<file path="config.mk">
export PLATFORM = sky130hd
export DESIGN_NAME = pmsq_sequencer
export DESIGN_NICKNAME = d
export VERILOG_FILES = /design/src/rtl/pmsq_pkg.sv /design/src/rtl/pmsq_sequencer.sv
export SDC_FILE = /design/constraint.sdc
export NUM_CORES = 1
export LEC_CHECK = 0
export BUFFER_PORTS_ARGS = -buffer_cell sky130_fd_sc_hd__clkbuf_2
export CORE_MARGIN = 5
export CORE_UTILIZATION = 50
export DETAILED_ROUTE_END_ITERATION = 16
export GPL_ROUTABILITY_DRIVEN = 0
export PLACE_DENSITY = 0.72
export SLEW_MARGIN = 5
export SYNTH_ARGS = -nofsm -noshare
export SYNTH_HDL_FRONTEND = slang
export SYNTH_SLANG_ARGS = --single-unit
</file>
<file path="constraint.sdc">
create_clock -name mclk -period 8.3 [get_ports mclk]
set_input_delay 0.83 -clock mclk [delete_from_list [all_inputs] [get_ports mclk]]
set_output_delay 0.83 -clock mclk [all_outputs]
set_load 0.01 [all_outputs]
</file>
<file path="src/rtl/pmsq_pkg.sv">
// shared constants and types of the power sequencer
// assumes a single 25 MHz clock and a plain register port
package pmsq_pkg;

  // **************************************
  // rails and strobes
  // **************************************
  localparam int RAILS    = 10;  // 0..3 converters, 4 linear_reg
  localparam int MON      = 5;   // supervised rails 0..4
  localparam int STROBES  = 10;  // strobe slots 1..10
  localparam int LOWSW    = 5;   // low_volt_switch
  localparam int FIVESW   = 6;   // five_volt_switch
  localparam int HIGHSW   = 7;   // high_volt_switch
  localparam int BKA      = 8;   // backup_buck_a
  localparam int BKB      = 9;   // backup_buck_b

  // **************************************
  // register offsets and fields
  // **************************************
  localparam logic [7:0] OFS_CTRL    = 8'h00;
  localparam logic [7:0] OFS_ENABLE  = 8'h04;  // rail_enable_reg
  localparam logic [7:0] OFS_SLOT_LO = 8'h08;  // strobe_slot rails 0..7
  localparam logic [7:0] OFS_SLOT_HI = 8'h0C;  // strobe_slot rails 8..9
  localparam logic [7:0] OFS_DELAY   = 8'h10;  // step_delay, 2 bits each
  localparam logic [7:0] OFS_GOODDLY = 8'h14;  // good_release_delay, ms
  localparam logic [7:0] OFS_STATUS  = 8'h18;
  localparam int CTRL_STRETCH = 0;  // delay_stretch
  localparam int CTRL_SEAL    = 1;  // backup_rail_seal
  localparam int CTRL_LONG    = 2;  // long_press_select
  localparam int CTRL_TIGHT   = 3;  // tight_supervision
  localparam int CTRL_SUSP    = 4;  // host release goes to suspend

  // **************************************
  // reset values
  // **************************************
  localparam logic [4:0]  CTRL_RST    = 5'h00;
  localparam logic [9:0]  ENABLE_RST  = 10'h000;
  localparam logic [39:0] SLOT_RST    = 40'h2100876543;
  localparam logic [17:0] DELAY_RST   = 18'h00000;
  localparam logic [7:0]  GOODDLY_RST = 8'h0A;

  // **************************************
  // timing
  // **************************************
  localparam int CLK_HZ        = 25_000_000;
  localparam int BASE_US       = 10;   // common fine tick
  localparam int BASE_CYCLES   = CLK_HZ / 1_000_000 * BASE_US;
  localparam int MS_US         = 1000;
  localparam int BASE_PER_MS   = MS_US / BASE_US;
  localparam int DLY_MIN_MS    = 2;
  localparam int STRETCH       = 10;
  localparam int DOWN_MS       = 500;
  localparam int DISCH_MIN_MS  = 150;
  localparam int AWAIT_MS      = 20000;
  localparam int PRESS_MS      = 8000;
  localparam int PRESS_LONG_MS = 15000;
  localparam int ARM_MS        = 5;
  localparam int UV_RELAX_US   = 1000;
  localparam int UV_TIGHT_US   = 50;
  localparam int OV_US         = 1000;
  localparam int UV_RELAX_TK   = UV_RELAX_US / BASE_US;
  localparam int UV_TIGHT_TK   = UV_TIGHT_US / BASE_US;
  localparam int OV_TK         = OV_US / BASE_US;

  // power states
  typedef enum logic [2:0] {
    ST_OFF, ST_AWAIT, ST_ACTIVE, ST_SUSPEND, ST_RECOVERY, ST_DOWN
  } pmsq_state_type;

endpackage

</file>
<file path="src/rtl/pmsq_sequencer.sv">
// power sequencer: wake logic, strobe sequencing, supervisor
// assumes pins are asynchronous and reset comes from input brown-out
`timescale 1ns/1ps

// What this block does
// - ten strobes, nine delays, rails enabled
// - one slot field per rail
// - first strobe immediate, then 2-5 ms steps
// - off wakes on edges, request, bias
// - suspend wakes on edges or request level
// - 20 s without request powers down
// - request moves to active; release powers down
// - slot zero rails keep their state
// - enable bits show rails, sequencer updates
// - power-down reverse from strobe ten
// - delay_stretch makes down delays tenfold
// - target state exactly 500 ms later
// - suspend keeps unsequenced rails as they were
// - off/recovery unsequenced rails 0..5 off, 6 and 7 later
// - strobes one, two only for backup bucks
// - seal skips strobes two and one down
// - open-drain rails_good follows regulation
// - tight_supervision picks limits and deglitch
// - monitor enabled rails 5 ms after enable
// - release delayed; fault pulls low, powers down
// - rails_good low when off, down, suspend
// - of the load switches only low_volt_switch is sequenced
module pmsq_sequencer #(
  parameter int BASE_CYCLES = pmsq_pkg::BASE_CYCLES
) (
  input  wire logic        mclk,
  input  wire logic        resetn,
  input  wire logic [7:0]  reg_addr,
  input  wire logic [31:0] reg_wdata,
  input  wire logic        reg_wr,
  input  wire logic        reg_rd,
  output logic      [31:0] reg_rdata,
  input  wire logic        power_button,
  input  wire logic        line_detect,
  input  wire logic        host_power_request,
  input  wire logic        uvlo,
  input  wire logic        over_temp_shutdown,
  input  wire logic [4:0]  rail_under,
  input  wire logic [4:0]  rail_over,
  output logic      [9:0]  rail_on,
  output logic      [9:0]  rail_discharge,
  output logic             rails_good_out,
  output logic             rails_good_oe_n
);

  // **************************************
  // helpers
  // **************************************
  // rails whose slot field equals strobe k
  function automatic logic [9:0] slot_hits(input logic [39:0] s,
                                           input logic [3:0]  k);
    logic [9:0] h;
    h = '0;
    for (int i = 0; i < pmsq_pkg::RAILS; i++) h[i] = (s[4*i+:4] == k);
    return h;
  endfunction

  // interval after strobe k, in ms (2..5)
  function automatic logic [7:0] step_ms(input logic [17:0] d,
                                         input logic [3:0]  k);
    int idx;
    idx = (k == 4'h0) ? 0 : int'(k) - 1;
    if (idx > 8) idx = 8;
    return 8'(pmsq_pkg::DLY_MIN_MS) + {6'h00, d[2*idx+:2]};
  endfunction

  // slot legalisation: backups own slots 1,2; five_volt_switch, high_volt_switch none
  function automatic logic [3:0] legal_slot(input int r,
                                            input logic [3:0] v);
    logic [3:0] o;
    o = v;
    if (r == pmsq_pkg::FIVESW || r == pmsq_pkg::HIGHSW) o = 4'h0;
    else if (r >= pmsq_pkg::BKA) o = (v <= 4'h2) ? v : 4'h0;
    else if (v == 4'h1 || v == 4'h2 || v > 4'hA) o = 4'h0;
    return o;
  endfunction

  // **************************************
  // pin synchronisers
  // **************************************
  localparam logic [14:0] FILT_RST = 15'h0003;  // button, line idle high
  logic [14:0] sy1, sy2, sy3;  // three-stage chain
  logic [14:0] filt, filt_d;   // agreed level and its last value
  logic [14:0] raw;
  assign raw = {rail_over, rail_under, over_temp_shutdown, uvlo,
                host_power_request, line_detect, power_button};

  // a change counts once stages two and three agree
  always_ff @(posedge mclk or negedge resetn) begin
    if (!resetn) begin
      sy1    <= FILT_RST;
      sy2    <= FILT_RST;
      sy3    <= FILT_RST;
      filt   <= FILT_RST;
      filt_d <= FILT_RST;
    end else begin
      sy1 <= raw;
      sy2 <= sy1;
      sy3 <= sy2;
      for (int i = 0; i < 15; i++) if (sy2[i] == sy3[i]) filt[i] <= sy2[i];
      filt_d <= filt;
    end
  end

  logic pb, ld, hpr, hard_fault, pb_fall, ld_fall, hpr_rise;
  logic [4:0] under, over;
  assign pb         = filt[0];
  assign ld         = filt[1];
  assign hpr        = filt[2];
  assign hard_fault = filt[3] | filt[4];
  assign under      = filt[9:5];
  assign over       = filt[14:10];
  // line_detect resets high, so a grounded pin after brown-out
  // shows as a falling edge: this is the bias-arrival wake
  assign pb_fall    = filt_d[0] & ~filt[0];
  assign ld_fall    = filt_d[1] & ~filt[1];
  assign hpr_rise   = ~filt_d[2] & filt[2];

  // **************************************
  // time base
  // **************************************
  logic [15:0] base_cnt;  // cycles within one fine tick
  logic [6:0]  ms_div;    // fine ticks within one ms
  logic        tick10, tick_ms;
  assign tick10  = (base_cnt == 16'(BASE_CYCLES - 1));
  assign tick_ms = tick10 && (ms_div == 7'(pmsq_pkg::BASE_PER_MS - 1));

  // one shared prescaler for every delay and deglitch
  always_ff @(posedge mclk or negedge resetn) begin
    if (!resetn) begin
      base_cnt <= 16'h0000;
      ms_div   <= 7'h00;
    end else begin
      base_cnt <= tick10 ? 16'h0000 : base_cnt + 16'h0001;
      if (tick_ms) ms_div <= 7'h00;
      else if (tick10) ms_div <= ms_div + 7'h01;
    end
  end

  // **************************************
  // registers
  // **************************************
  logic [4:0]  ctrl;     // mode bits
  logic [39:0] slot;     // strobe_slot, 4 bits per rail
  logic [17:0] dly;      // step_delay
  logic [7:0]  gooddly;  // good_release_delay
  pmsq_pkg::pmsq_state_type st, tgt;
  logic up_run, busy, sw_en_wr, mon_fail;
  assign busy     = up_run || (st == pmsq_pkg::ST_DOWN);
  assign sw_en_wr = reg_wr && (reg_addr == pmsq_pkg::OFS_ENABLE);

  // configuration writes; one field per rail keeps one slot each
  always_ff @(posedge mclk or negedge resetn) begin
    if (!resetn) begin
      ctrl    <= pmsq_pkg::CTRL_RST;
      slot    <= pmsq_pkg::SLOT_RST;
      dly     <= pmsq_pkg::DELAY_RST;
      gooddly <= pmsq_pkg::GOODDLY_RST;
    end else if (reg_wr) begin
      case (reg_addr)
        pmsq_pkg::OFS_CTRL:    ctrl <= reg_wdata[4:0];
        pmsq_pkg::OFS_SLOT_LO: begin
          for (int i = 0; i < 8; i++)
            slot[4*i+:4] <= legal_slot(i, reg_wdata[4*i+:4]);
        end
        pmsq_pkg::OFS_SLOT_HI: begin
          for (int i = 8; i < 10; i++)
            slot[4*i+:4] <= legal_slot(i, reg_wdata[4*(i-8)+:4]);
        end
        pmsq_pkg::OFS_DELAY:   dly <= reg_wdata[17:0];
        pmsq_pkg::OFS_GOODDLY: gooddly <= reg_wdata[7:0];
        default: ;
      endcase
    end
  end

  // read data valid only in the cycle after the strobe
  always_ff @(posedge mclk or negedge resetn) begin
    if (!resetn) reg_rdata <= 32'h00000000;
    else if (!reg_rd) reg_rdata <= 32'h00000000;
    else begin
      case (reg_addr)
        pmsq_pkg::OFS_CTRL:    reg_rdata <= {27'h0, ctrl};
        pmsq_pkg::OFS_ENABLE:  reg_rdata <= {22'h0, rail_on};
        pmsq_pkg::OFS_SLOT_LO: reg_rdata <= slot[31:0];
        pmsq_pkg::OFS_SLOT_HI: reg_rdata <= {24'h0, slot[39:32]};
        pmsq_pkg::OFS_DELAY:   reg_rdata <= {14'h0, dly};
        pmsq_pkg::OFS_GOODDLY: reg_rdata <= {24'h0, gooddly};
        pmsq_pkg::OFS_STATUS:
          reg_rdata <= {26'h0, mon_fail, rails_good_oe_n, busy, st};
        default:               reg_rdata <= 32'h00000000;
      endcase
    end
  end

  // **************************************
  // wake and power-down decisions
  // **************************************
  logic [3:0]  step;     // current strobe
  logic [7:0]  dcnt;     // ms left in current interval
  logic [8:0]  dn_ms;    // ms since power-down began
  logic [14:0] await_ms; // ms since entering await
  logic [13:0] press_ms; // ms the button has been held
  logic long_press, timeout, dn_go, wake, fire_up, fire_dn;
  pmsq_pkg::pmsq_state_type dn_tgt;

  assign long_press = press_ms >= (ctrl[pmsq_pkg::CTRL_LONG] ?
                      14'(pmsq_pkg::PRESS_LONG_MS) : 14'(pmsq_pkg::PRESS_MS));
  assign timeout = (await_ms >= 15'(pmsq_pkg::AWAIT_MS)) && pb && ld && !hpr;

  // power-down causes and their target state
  always_comb begin
    dn_go  = 1'b0;
    dn_tgt = pmsq_pkg::ST_OFF;
    wake   = 1'b0;
    case (st)
      pmsq_pkg::ST_AWAIT, pmsq_pkg::ST_ACTIVE, pmsq_pkg::ST_SUSPEND: begin
        if (hard_fault || mon_fail) begin
          dn_go  = 1'b1;
          dn_tgt = pmsq_pkg::ST_RECOVERY;
        end else if (long_press) dn_go = 1'b1;
        else if (st == pmsq_pkg::ST_AWAIT && timeout) dn_go = 1'b1;
        else if (st == pmsq_pkg::ST_ACTIVE && !hpr) begin
          dn_go  = 1'b1;
          dn_tgt = ctrl[pmsq_pkg::CTRL_SUSP] ? pmsq_pkg::ST_SUSPEND
                                             : pmsq_pkg::ST_OFF;
        end else if (st == pmsq_pkg::ST_SUSPEND)
          wake = pb_fall || ld_fall || hpr;
      end
      pmsq_pkg::ST_OFF:
        wake = !hard_fault && (pb_fall || ld_fall || hpr_rise);
      pmsq_pkg::ST_RECOVERY: wake = !hard_fault;
      default: ;
    endcase
  end

  assign fire_up = up_run && !dn_go && (dcnt == 8'h00);
  assign fire_dn = (st == pmsq_pkg::ST_DOWN) && (step != 4'h0) &&
                   (dcnt == 8'h00);

  // **************************************
  // state machine, strobes and rail enables
  // **************************************
  logic [9:0] hits;
  logic [7:0] dn_step;
  logic       dn_end;
  assign hits    = slot_hits(slot, step);
  assign dn_step = ctrl[pmsq_pkg::CTRL_STRETCH] ?
                   8'(step_ms(dly, step - 4'h1) * 8'(pmsq_pkg::STRETCH)) :
                   step_ms(dly, step - 4'h1);
  assign dn_end  = tick_ms && (dn_ms == 9'(pmsq_pkg::DOWN_MS - 1));

  // rail enables have one owner; software waits while busy
  always_ff @(posedge mclk or negedge resetn) begin
    if (!resetn) begin
      st             <= pmsq_pkg::ST_OFF;
      tgt            <= pmsq_pkg::ST_OFF;
      step           <= 4'h0;
      dcnt           <= 8'h00;
      up_run         <= 1'b0;
      rail_on        <= pmsq_pkg::ENABLE_RST;
      rail_discharge <= 10'h000;
    end else begin
      if (dcnt != 8'h00 && tick_ms) dcnt <= dcnt - 8'h01;
      if (dn_go) begin
        st     <= pmsq_pkg::ST_DOWN;
        tgt    <= dn_tgt;
        up_run <= 1'b0;
        step   <= 4'(pmsq_pkg::STROBES);
        dcnt   <= 8'h00;
        if (dn_tgt != pmsq_pkg::ST_SUSPEND) begin
          for (int i = 0; i <= pmsq_pkg::LOWSW; i++)
            if (slot[4*i+:4] == 4'h0) rail_on[i] <= 1'b0;
        end
      end else if (wake) begin
        st     <= pmsq_pkg::ST_AWAIT;
        up_run <= 1'b1;
        step   <= 4'h1;
        dcnt   <= 8'h00;  // first strobe at once
      end else if (fire_up) begin
        rail_on        <= rail_on | hits;
        rail_discharge <= rail_discharge & ~hits;
        if (step == 4'(pmsq_pkg::STROBES)) up_run <= 1'b0;
        else begin
          step <= step + 4'h1;
          dcnt <= step_ms(dly, step);
        end
      end else if (fire_dn) begin
        // sealed backups keep state through strobes two and one
        if (!(ctrl[pmsq_pkg::CTRL_SEAL] && step <= 4'h2)) begin
          rail_on        <= rail_on & ~hits;
          rail_discharge <= rail_discharge | hits;
        end
        step <= step - 4'h1;
        if (step != 4'h1) dcnt <= dn_step;
      end else if (sw_en_wr && !busy) begin
        rail_on        <= reg_wdata[9:0];
        rail_discharge <= rail_discharge & ~reg_wdata[9:0];
      end
      if (st == pmsq_pkg::ST_AWAIT && hpr && !dn_go && !wake)
        st <= pmsq_pkg::ST_ACTIVE;
      if (st == pmsq_pkg::ST_DOWN && dn_end) begin
        st   <= tgt;
        step <= 4'h0;
        if (tgt != pmsq_pkg::ST_SUSPEND) begin
          rail_on[pmsq_pkg::FIVESW] <= 1'b0;
          rail_on[pmsq_pkg::HIGHSW] <= 1'b0;
        end
      end
    end
  end

  // **************************************
  // timers
  // **************************************
  // ms counters, await_ms and press_ms saturating; each clears when its cause is gone
  always_ff @(posedge mclk or negedge resetn) begin
    if (!resetn) begin
      dn_ms    <= 9'h000;
      await_ms <= 15'h0000;
      press_ms <= 14'h0000;
    end else begin
      if (st != pmsq_pkg::ST_DOWN) dn_ms <= 9'h000;
      else if (tick_ms) dn_ms <= dn_ms + 9'h001;
      if (st != pmsq_pkg::ST_AWAIT) await_ms <= 15'h0000;
      else if (tick_ms && await_ms < 15'(pmsq_pkg::AWAIT_MS))
        await_ms <= await_ms + 15'h0001;
      if (pb) press_ms <= 14'h0000;
      else if (tick_ms && press_ms < 14'(pmsq_pkg::PRESS_LONG_MS))
        press_ms <= press_ms + 14'h0001;
    end
  end

  // **************************************
  // supervisor
  // **************************************
  logic [2:0] arm_ms [5];  // ms since rail enabled
  logic [6:0] uv_cnt [5];  // fine ticks below window
  logic [6:0] ov_cnt [5];  // fine ticks above window
  logic [4:0] armed, uv_bad, ov_bad;
  logic [6:0] uv_lim;
  logic       tight;
  assign tight  = ctrl[pmsq_pkg::CTRL_TIGHT];
  assign uv_lim = tight ? 7'(pmsq_pkg::UV_TIGHT_TK)
                        : 7'(pmsq_pkg::UV_RELAX_TK);
  always_comb begin
    for (int i = 0; i < pmsq_pkg::MON; i++) begin
      armed[i]  = rail_on[i] && (arm_ms[i] == 3'(pmsq_pkg::ARM_MS));
      uv_bad[i] = uv_cnt[i] >= uv_lim;
      ov_bad[i] = tight && (ov_cnt[i] >= 7'(pmsq_pkg::OV_TK));
    end
  end
  assign mon_fail = |(armed & (uv_bad | ov_bad));

  // a rail back in window clears at once: rising deglitch is
  // shorter than one fine tick, so it is not counted separately
  always_ff @(posedge mclk or negedge resetn) begin
    if (!resetn) begin
      for (int i = 0; i < pmsq_pkg::MON; i++) begin
        arm_ms[i] <= 3'h0;
        uv_cnt[i] <= 7'h00;
        ov_cnt[i] <= 7'h00;
      end
    end else begin
      for (int i = 0; i < pmsq_pkg::MON; i++) begin
        if (!rail_on[i]) arm_ms[i] <= 3'h0;
        else if (tick_ms && !armed[i]) arm_ms[i] <= arm_ms[i] + 3'h1;
        if (!armed[i] || !under[i]) uv_cnt[i] <= 7'h00;
        else if (tick10 && !uv_bad[i]) uv_cnt[i] <= uv_cnt[i] + 7'h01;
        if (!armed[i] || !over[i]) ov_cnt[i] <= 7'h00;
        else if (tick10 && ov_cnt[i] < 7'(pmsq_pkg::OV_TK))
          ov_cnt[i] <= ov_cnt[i] + 7'h01;
      end
    end
  end

  // **************************************
  // rails_good open-drain output
  // **************************************
  logic [7:0] good_ms;  // ms since power-up strobes finished
  logic       on_run, release_ok;
  assign on_run = (st == pmsq_pkg::ST_AWAIT || st == pmsq_pkg::ST_ACTIVE);
  assign release_ok = on_run && !up_run && !dn_go && !mon_fail &&
                      (good_ms >= gooddly) && (|rail_on[4:0]) &&
                      ((armed | ~rail_on[4:0]) == 5'h1F);

  // drive low unless released; oe_n low means pulling the pin
  always_ff @(posedge mclk or negedge resetn) begin
    if (!resetn) begin
      good_ms         <= 8'h00;
      rails_good_out  <= 1'b0;
      rails_good_oe_n <= 1'b0;  // low after power-up
    end else begin
      if (!on_run || up_run) good_ms <= 8'h00;
      else if (tick_ms && good_ms < gooddly) good_ms <= good_ms + 8'h01;
      rails_good_out  <= 1'b0;
      rails_good_oe_n <= release_ok;
    end
  end
endmodule

</file>
* After elaboration in Yosys (flattened, before gate mapping)
Cells that the tools add are included.
** Word-level totals
- Output and inout bits :: 54
- Input port bits :: 59
- Bits in latches :: 0
- Memories kept :: 0
- Bits in writable memories :: 0
- Bits in read-only memories :: 0
- Register bits :: 352
- Logic and storage cells :: 503
** Cells by class
- Div/mod/pow operators :: 0
- Bitwise gates (word level) :: 20
- Reductions and logical operators :: 162
- $mul :: 1
- Mux-type cells :: 120
- Shifts and indexed selects :: 2
- $lt $le $gt $ge :: 32
- $add $sub $neg :: 28
- Equality and inequality tests :: 77
** Operator list (count)
- $mux W31 :: 6
- $pmux W24 S7 :: 1
- $mux W7 :: 23
- $mux W8 :: 11
- $mux W10 :: 8
- $add A7 B1 Y7 const B :: 11
- $gt A32 B5 Y1 const B :: 2
- $mux W32 :: 2
- $shiftx A18 B32 Y2 :: 2
- $mux W4 :: 14
- $logic_and A1 B1 Y1 :: 54
- $mux W3 :: 16
- $mux W14 :: 3
- $ge A7 B7 Y1 :: 5
- $ge A7 B7 Y1 const B :: 5
- $lt A7 B7 Y1 const B :: 5
- $eq A4 B4 Y1 :: 8
- $logic_not A4 Y1 :: 8
- $and A10 B10 Y10 :: 3
- $mux W15 :: 2
- $reduce_and A5 Y1 :: 6
- $reduce_bool A2 Y1 :: 15
- $logic_or A1 B1 Y1 :: 29
- $logic_not A1 Y1 :: 28
- 67 further kinds :: 175

* Logic depth before layout (Yosys ltp)
- Word-level depth :: 21
- Depth in mapped cells :: 13
- Mapped depth without buffers :: 10

* Least setup slack after synthesis
Ideal clock, no wire load.
- Path type :: register to register
- Start point :: register ctrl[3]
- End point :: register rail_on[1]
- Path slack :: 5.221 ns
- Period minus slack after synthesis :: 3.079 ns
- Arrival :: 2.957 ns
- Cell stages (with the launch flop) :: 11
- Path through :: dfrtp_1 ha_1 or3b_1 a41oi_1 a31o_2 o2111ai_2 o21ai_2 nand3_2 clkbuf_1 o211a_1 a2bb2oi_1
** On the way
- Cells in the longest elaborated chain, start to end :: 14
- Elaborated cells on any way between the ends :: 34
- Those cells by class :: 5 x order compare; 5 x eq/ne; 10 x mux; 2 x bitwise; 12 x reduce/logical
** RTL lines
- from (decl) :: line pmsq_sequencer.sv:148 : logic [4:0] ctrl;
- from (signal assigned) :: line pmsq_sequencer.sv:160 : ctrl <= pmsq_pkg::CTRL_RST;
- from (signal assigned) :: line pmsq_sequencer.sv:166 : pmsq_pkg::OFS_CTRL: ctrl <= reg_wdata[4:0];
- $mux W7 :: line pmsq_sequencer.sv:349 : assign uv_lim = tight ? 7'(pmsq_pkg::UV_TIGHT_TK)
- $ge A7 B7 Y1 :: line pmsq_sequencer.sv:354 : uv_bad[i] = uv_cnt[i] >= uv_lim;
- $or A5 B5 Y5 * :: line pmsq_sequencer.sv:358 : assign mon_fail = |(armed & (uv_bad | ov_bad));
- $and A5 B5 Y5 * :: line pmsq_sequencer.sv:358
- $reduce_or A5 Y1 * :: line pmsq_sequencer.sv:358
- $logic_or A1 B1 Y1 * :: line pmsq_sequencer.sv:223 : if (hard_fault || mon_fail) begin
- branches (longest 8 deep; another with $reduce_and A5 Y1)
- to (signal assigned) :: line pmsq_sequencer.sv:266 : rail_on <= pmsq_pkg::ENABLE_RST;
- to (signal assigned) :: line pmsq_sequencer.sv:286 : rail_on <= rail_on | hits;
- to (signal assigned) :: line pmsq_sequencer.sv:296 : rail_on <= rail_on & ~hits;
- to (decl) :: line pmsq_sequencer.sv:45 : output logic [9:0] rail_on,
Every way passes the cells marked *. The select of a mux whose other input is x is not followed.
A chain may end at the register's enable or synchronous reset.

* Worst setup path after layout
- Start point :: register step[0]
- End point :: register dcnt[2]
** On the way
- Cells in the longest elaborated chain, start to end :: 14
- Elaborated cells on any way between the ends :: 32
- Those cells by class :: 5 x add/sub; 1 x mul; 2 x order compare; 2 x eq/ne; 2 x shift; 15 x mux; 5 x reduce/logical
** RTL lines
- from (decl) :: line pmsq_sequencer.sv:204 : logic [3:0] step;
- from (signal assigned) :: line pmsq_sequencer.sv:274 : step <= 4'(pmsq_pkg::STROBES);
- from (signal assigned) :: line pmsq_sequencer.sv:290 : step <= step + 4'h1;
- from (signal assigned) :: line pmsq_sequencer.sv:299 : step <= step - 4'h1;
- $sub A4 B1 Y4 (tied with other cells) :: line pmsq_sequencer.sv:254, pmsq_sequencer.sv:255
- $sub A4 B1 Y5 (tied with other cells) :: line pmsq_sequencer.sv:67 : idx = (k == 4'h0) ? 0 : int'(k) - 1;
- $mux W32 / $gt A32 B5 Y1 (equally long branches) :: line pmsq_sequencer.sv:67, pmsq_sequencer.sv:68
- $gt A32 B5 Y1 / $mux W31 (equally long branches) :: line pmsq_sequencer.sv:68 : if (idx > 8) idx = 8;
- $mux W31, on equally long branches :: line pmsq_sequencer.sv:68, pmsq_sequencer.sv:288
- $shiftx A18 B32 Y2 / $mux W31 (equally long branches) :: line pmsq_sequencer.sv:69, pmsq_sequencer.sv:285
- $add A2 B2 Y3 / $mux W31 (equally long branches) :: line pmsq_sequencer.sv:69, pmsq_sequencer.sv:280
- $mul A8 B3 Y7 / $mux W31 (equally long branches) :: line pmsq_sequencer.sv:254, pmsq_sequencer.sv:270
- $mux W8 / $shiftx A18 B32 Y2 (equally long branches) :: line pmsq_sequencer.sv:253, pmsq_sequencer.sv:69
- $mux W8 / $add A2 B2 Y3 (equally long branches) :: line pmsq_sequencer.sv:300, pmsq_sequencer.sv:69
- $mux W8, on equally long branches :: line pmsq_sequencer.sv:293, pmsq_sequencer.sv:288
- $mux W8 * :: line pmsq_sequencer.sv:285 : end else if (fire_up) begin
- $mux W8 * :: line pmsq_sequencer.sv:280 : end else if (wake) begin
- $mux W8 * :: line pmsq_sequencer.sv:270 : if (dn_go) begin
- to (signal assigned) :: line pmsq_sequencer.sv:269 : if (dcnt != 8'h00 && tick_ms) dcnt <= dcnt - 8'h01;
- to (signal assigned) :: line pmsq_sequencer.sv:291 : dcnt <= step_ms(dly, step);
- to (signal assigned) :: line pmsq_sequencer.sv:300 : if (step != 4'h1) dcnt <= dn_step;
- to (decl) :: line pmsq_sequencer.sv:205 : logic [7:0] dcnt;
Every way passes the cells marked *; elsewhere a longest branch is shown, timed or not. The select of a mux whose other input is x is not followed.

==> results.yml <==
run_status:
  status: "completed"
pwr:
  power_density_mw_per_mm2: 246
  p_leak_nw: 8.90
  peakVddDrop_mv: 0.156
  total_power_mw: 4.93
clock_tree:
  root_buffer: "clkbuf_16"
  post_cts_buffers: 0
  htreeDepth: 2
  clk_latency_ps: 560
  clkTransAtPathRegs_ps: 60
  cts_hold_buf: 0
  clock_tree.buffer_depth: 3
  cts.repair.resized: 0
  cts_tree: "done"
  cts_buffers: 39
  cts_num_sinks: 343
route:
  drc: 0
  post_drt_via_cell_ratio: 5.84
  via_count: 13700
  first_iter_violations: 957
  wl_microns: 42100
  antenna_left: 0
  drt-pass1-iter-count: 6
  wl_per_cell_microns: 17.9
place:
  place.detailed.hpwl_microns: 29000
  numPortBuffers: 95
  placed_cells: 2281
  place_ws_ps: 4290
global_route:
  grtUsageMet1_pct: 29.6
  first_global_vias: 13600
  grt_use_total_pct: 21.3
  busiest_layer: "met2"
  overflow: 0
  antenna_found_initial: 0
  met3_usage_pct: 3.78
  use_met2_pct: 33.5
  grt_pass1_wl_microns: 69000
  grt_max_degree: 146
yosys:
  avgSynthCellArea_sq_um: 10.0
  synthFlopType: "dfrtp_1"
  mappedNetlistArea_sq_mm: 0.0178
  synth_compound_area_share_pct: 12.1
  netlist_instances: 1772
  ys_seq_area_share_pct: 48.4
  yosysWarnings: 0
  yosys-top-cells-area: "dfrtp_1, ha_1, xor2_1"
  synthSimpleGateAreaFrac_pct: 19.3
  synthArstFlopShare_pct: 100
  ys_seq_elements: 343
  synth_area_leader_cell: "dfrtp_1"
  synth_mux_area_share_pct: 3.58
  synth_cell_type_count: 97
  yosys.area_share.xor_xnor_pct: 7.57
  synth_edf_count: 0
  synth.top_cell.area_share_pct: 44.7
  synthAdderAreaFrac_pct: 5.83
  synth_top_family_by_area: "simple AND/OR/NAND/NOR gates"
final_layout:
  n_antenna_cell: 0
  area_growth_pct: 12.6
  mostFrequentLayoutCells: "dfrtp_1, nor2_1, nand2_1"
  nets: 1991
  multi_input_area_sq_mm: 0.00864
  ff_latch_area_sq_mm: 0.00861
  final_common_cell: "dfrtp_1"
  fill_cells: 3085
  drive_above_1_share_pct: 13.5
  layoutNonFillerInstCount: 2352
sta:
  fin_crit_sh_pct: 48.9
  setup_violations: 0
  hold_viol_final: 0
  clock_skew_ps: 20.6
  clock.fmax_mhz: 247
  slew_headroom_pct: 19.9
  whs_ps: 281
  rsz0062_at_grt: "no"
  tightest_slew_ps: 1200
  setup_slack_ps: 4240
  slew_violations: 0
  finalSetupTns_ps: 0
  min_period_ps: 4060
floorplan:
  dieWidth_microns: 199
  initial_utilization_pct: 50.3
  boundaryPins: 113
  core_sq_mm: 0.0354
  dieHeight_microns: 199
  core.rowCount: 69
  die-area_sq_mm: 0.0395
critical_path:
  rrSetupSlack_ps: 4240
  worst_setup_path_end_kind: "flop"
  cp.arrival_ps: 4470
  worstRegToRegCells: 11
  worstPathRequired_ps: 8710
  critPathMaxFanout: 35
  worstSetupPathType: "flop to flop"
  worst_setup_path_start_kind: "flop"
  r2r-end: "dcnt[2]"
  crit_path_start: "step[0]"
  timing.rr.start: "step[0]"
run:
  drv_cap: 0
worst_hold_path:
  hold_path_class: "input pin to async pin"
worst max path at each step:
stage	slack, ps	to	cells past startpoint
floorplan	5220	rail_on[1]	10
global placement	4370	step[0]	10
detailed placement	4290	step[0]	10
CTS	4270	step[0]	10
global route	3870	dcnt[2]	11
finish	4240	dcnt[2]	11
synth_stat cells, drive strengths merged, types with 16 or more instances:
cell    count
dfrtp     318
nor2      201
nand2     163
o21ai      95
xor2       90
ha         71
inv        64
xnor2      63
a21oi      60
nand3      53
clkbuf     42
mux2       42
nand4      42
and3       41
nor3       30
buf        28
dfstp      25
a31oi      24
or3        24
and2       22
nor4       19
mux2i      16
per-stage QoR:
step / util (%) / cell area (sq um)
after floorplan: - / 17800
after global placement: 52.8 / 18700
after detailed placement: 52.8 / 18700
after CTS: 56.6 / 20000
after global routing: 56.6 / 20000
final: 56.6 / 20000
cells by family after synthesis:
kind of cell,count (synthesis)
AO/OA/AOI/OAI,315
XOR/XNOR,153
adder cells (fa/ha/maj),86
buffers and inverters,135
flip-flops,343
multiplexers,58
other,1
AND/OR/NAND/NOR,681
per-layer routing:
| metal | up-vias | part of all wire [%] |
|---|---|---|
| met3 | 96 | 6.5 |
| met4 | 0 | 3.1 |
| met5 | - | 0 |
| li1 | 6446 | - |
| met2 | 442 | 46 |
| met1 | 6746 | 45 |
flip-flops by register name, summed over array words and instances, names as in the netlist, 9 cells and up:
name and flops:
base_cnt 16, sy3 15, sy1 15, press_ms 14
reg_rdata 24, dly 18, uv_cnt 35, sy2 15
rail_on 10, dn_ms 9, arm_ms 15, slot 32
filt 15, ov_cnt 35, await_ms 15, rail_discharge 10
final cells by class:
| type | count | area share (%) |
|---|---|---|
| clock buffers | 62 | 5.86 |
| clock inverters | 9 | 0.899 |
| inverters | 65 | 1.22 |
| multi-input cells | 1302 | 43.1 |
| flip-flops and latches | 343 | 43.0 |
| well taps | 461 | 2.88 |
| repair buffers | 110 | 3.05 |
worst max-delay path, stage by stage, from the launching register on:
cell and delay, ps:
dfrtp_1 330, buf_4 410, inv_1 290, ha_1 440
xor2_1 480, o22ai_1 330, o211ai_4 340, nor3_1 100
o41ai_1 600, nor3_1 110, a2111oi_0 390, nor2_1 90
where the power goes:
part,switching (mW),leakage [nW],total (mW),internal [mW]
Sequential,0.136,4.51,1.91,1.77
Clock,0.686,0.655,1.81,1.13
Combinational,0.769,3.73,1.21,0.439
(Power assumes the default switching activity.)
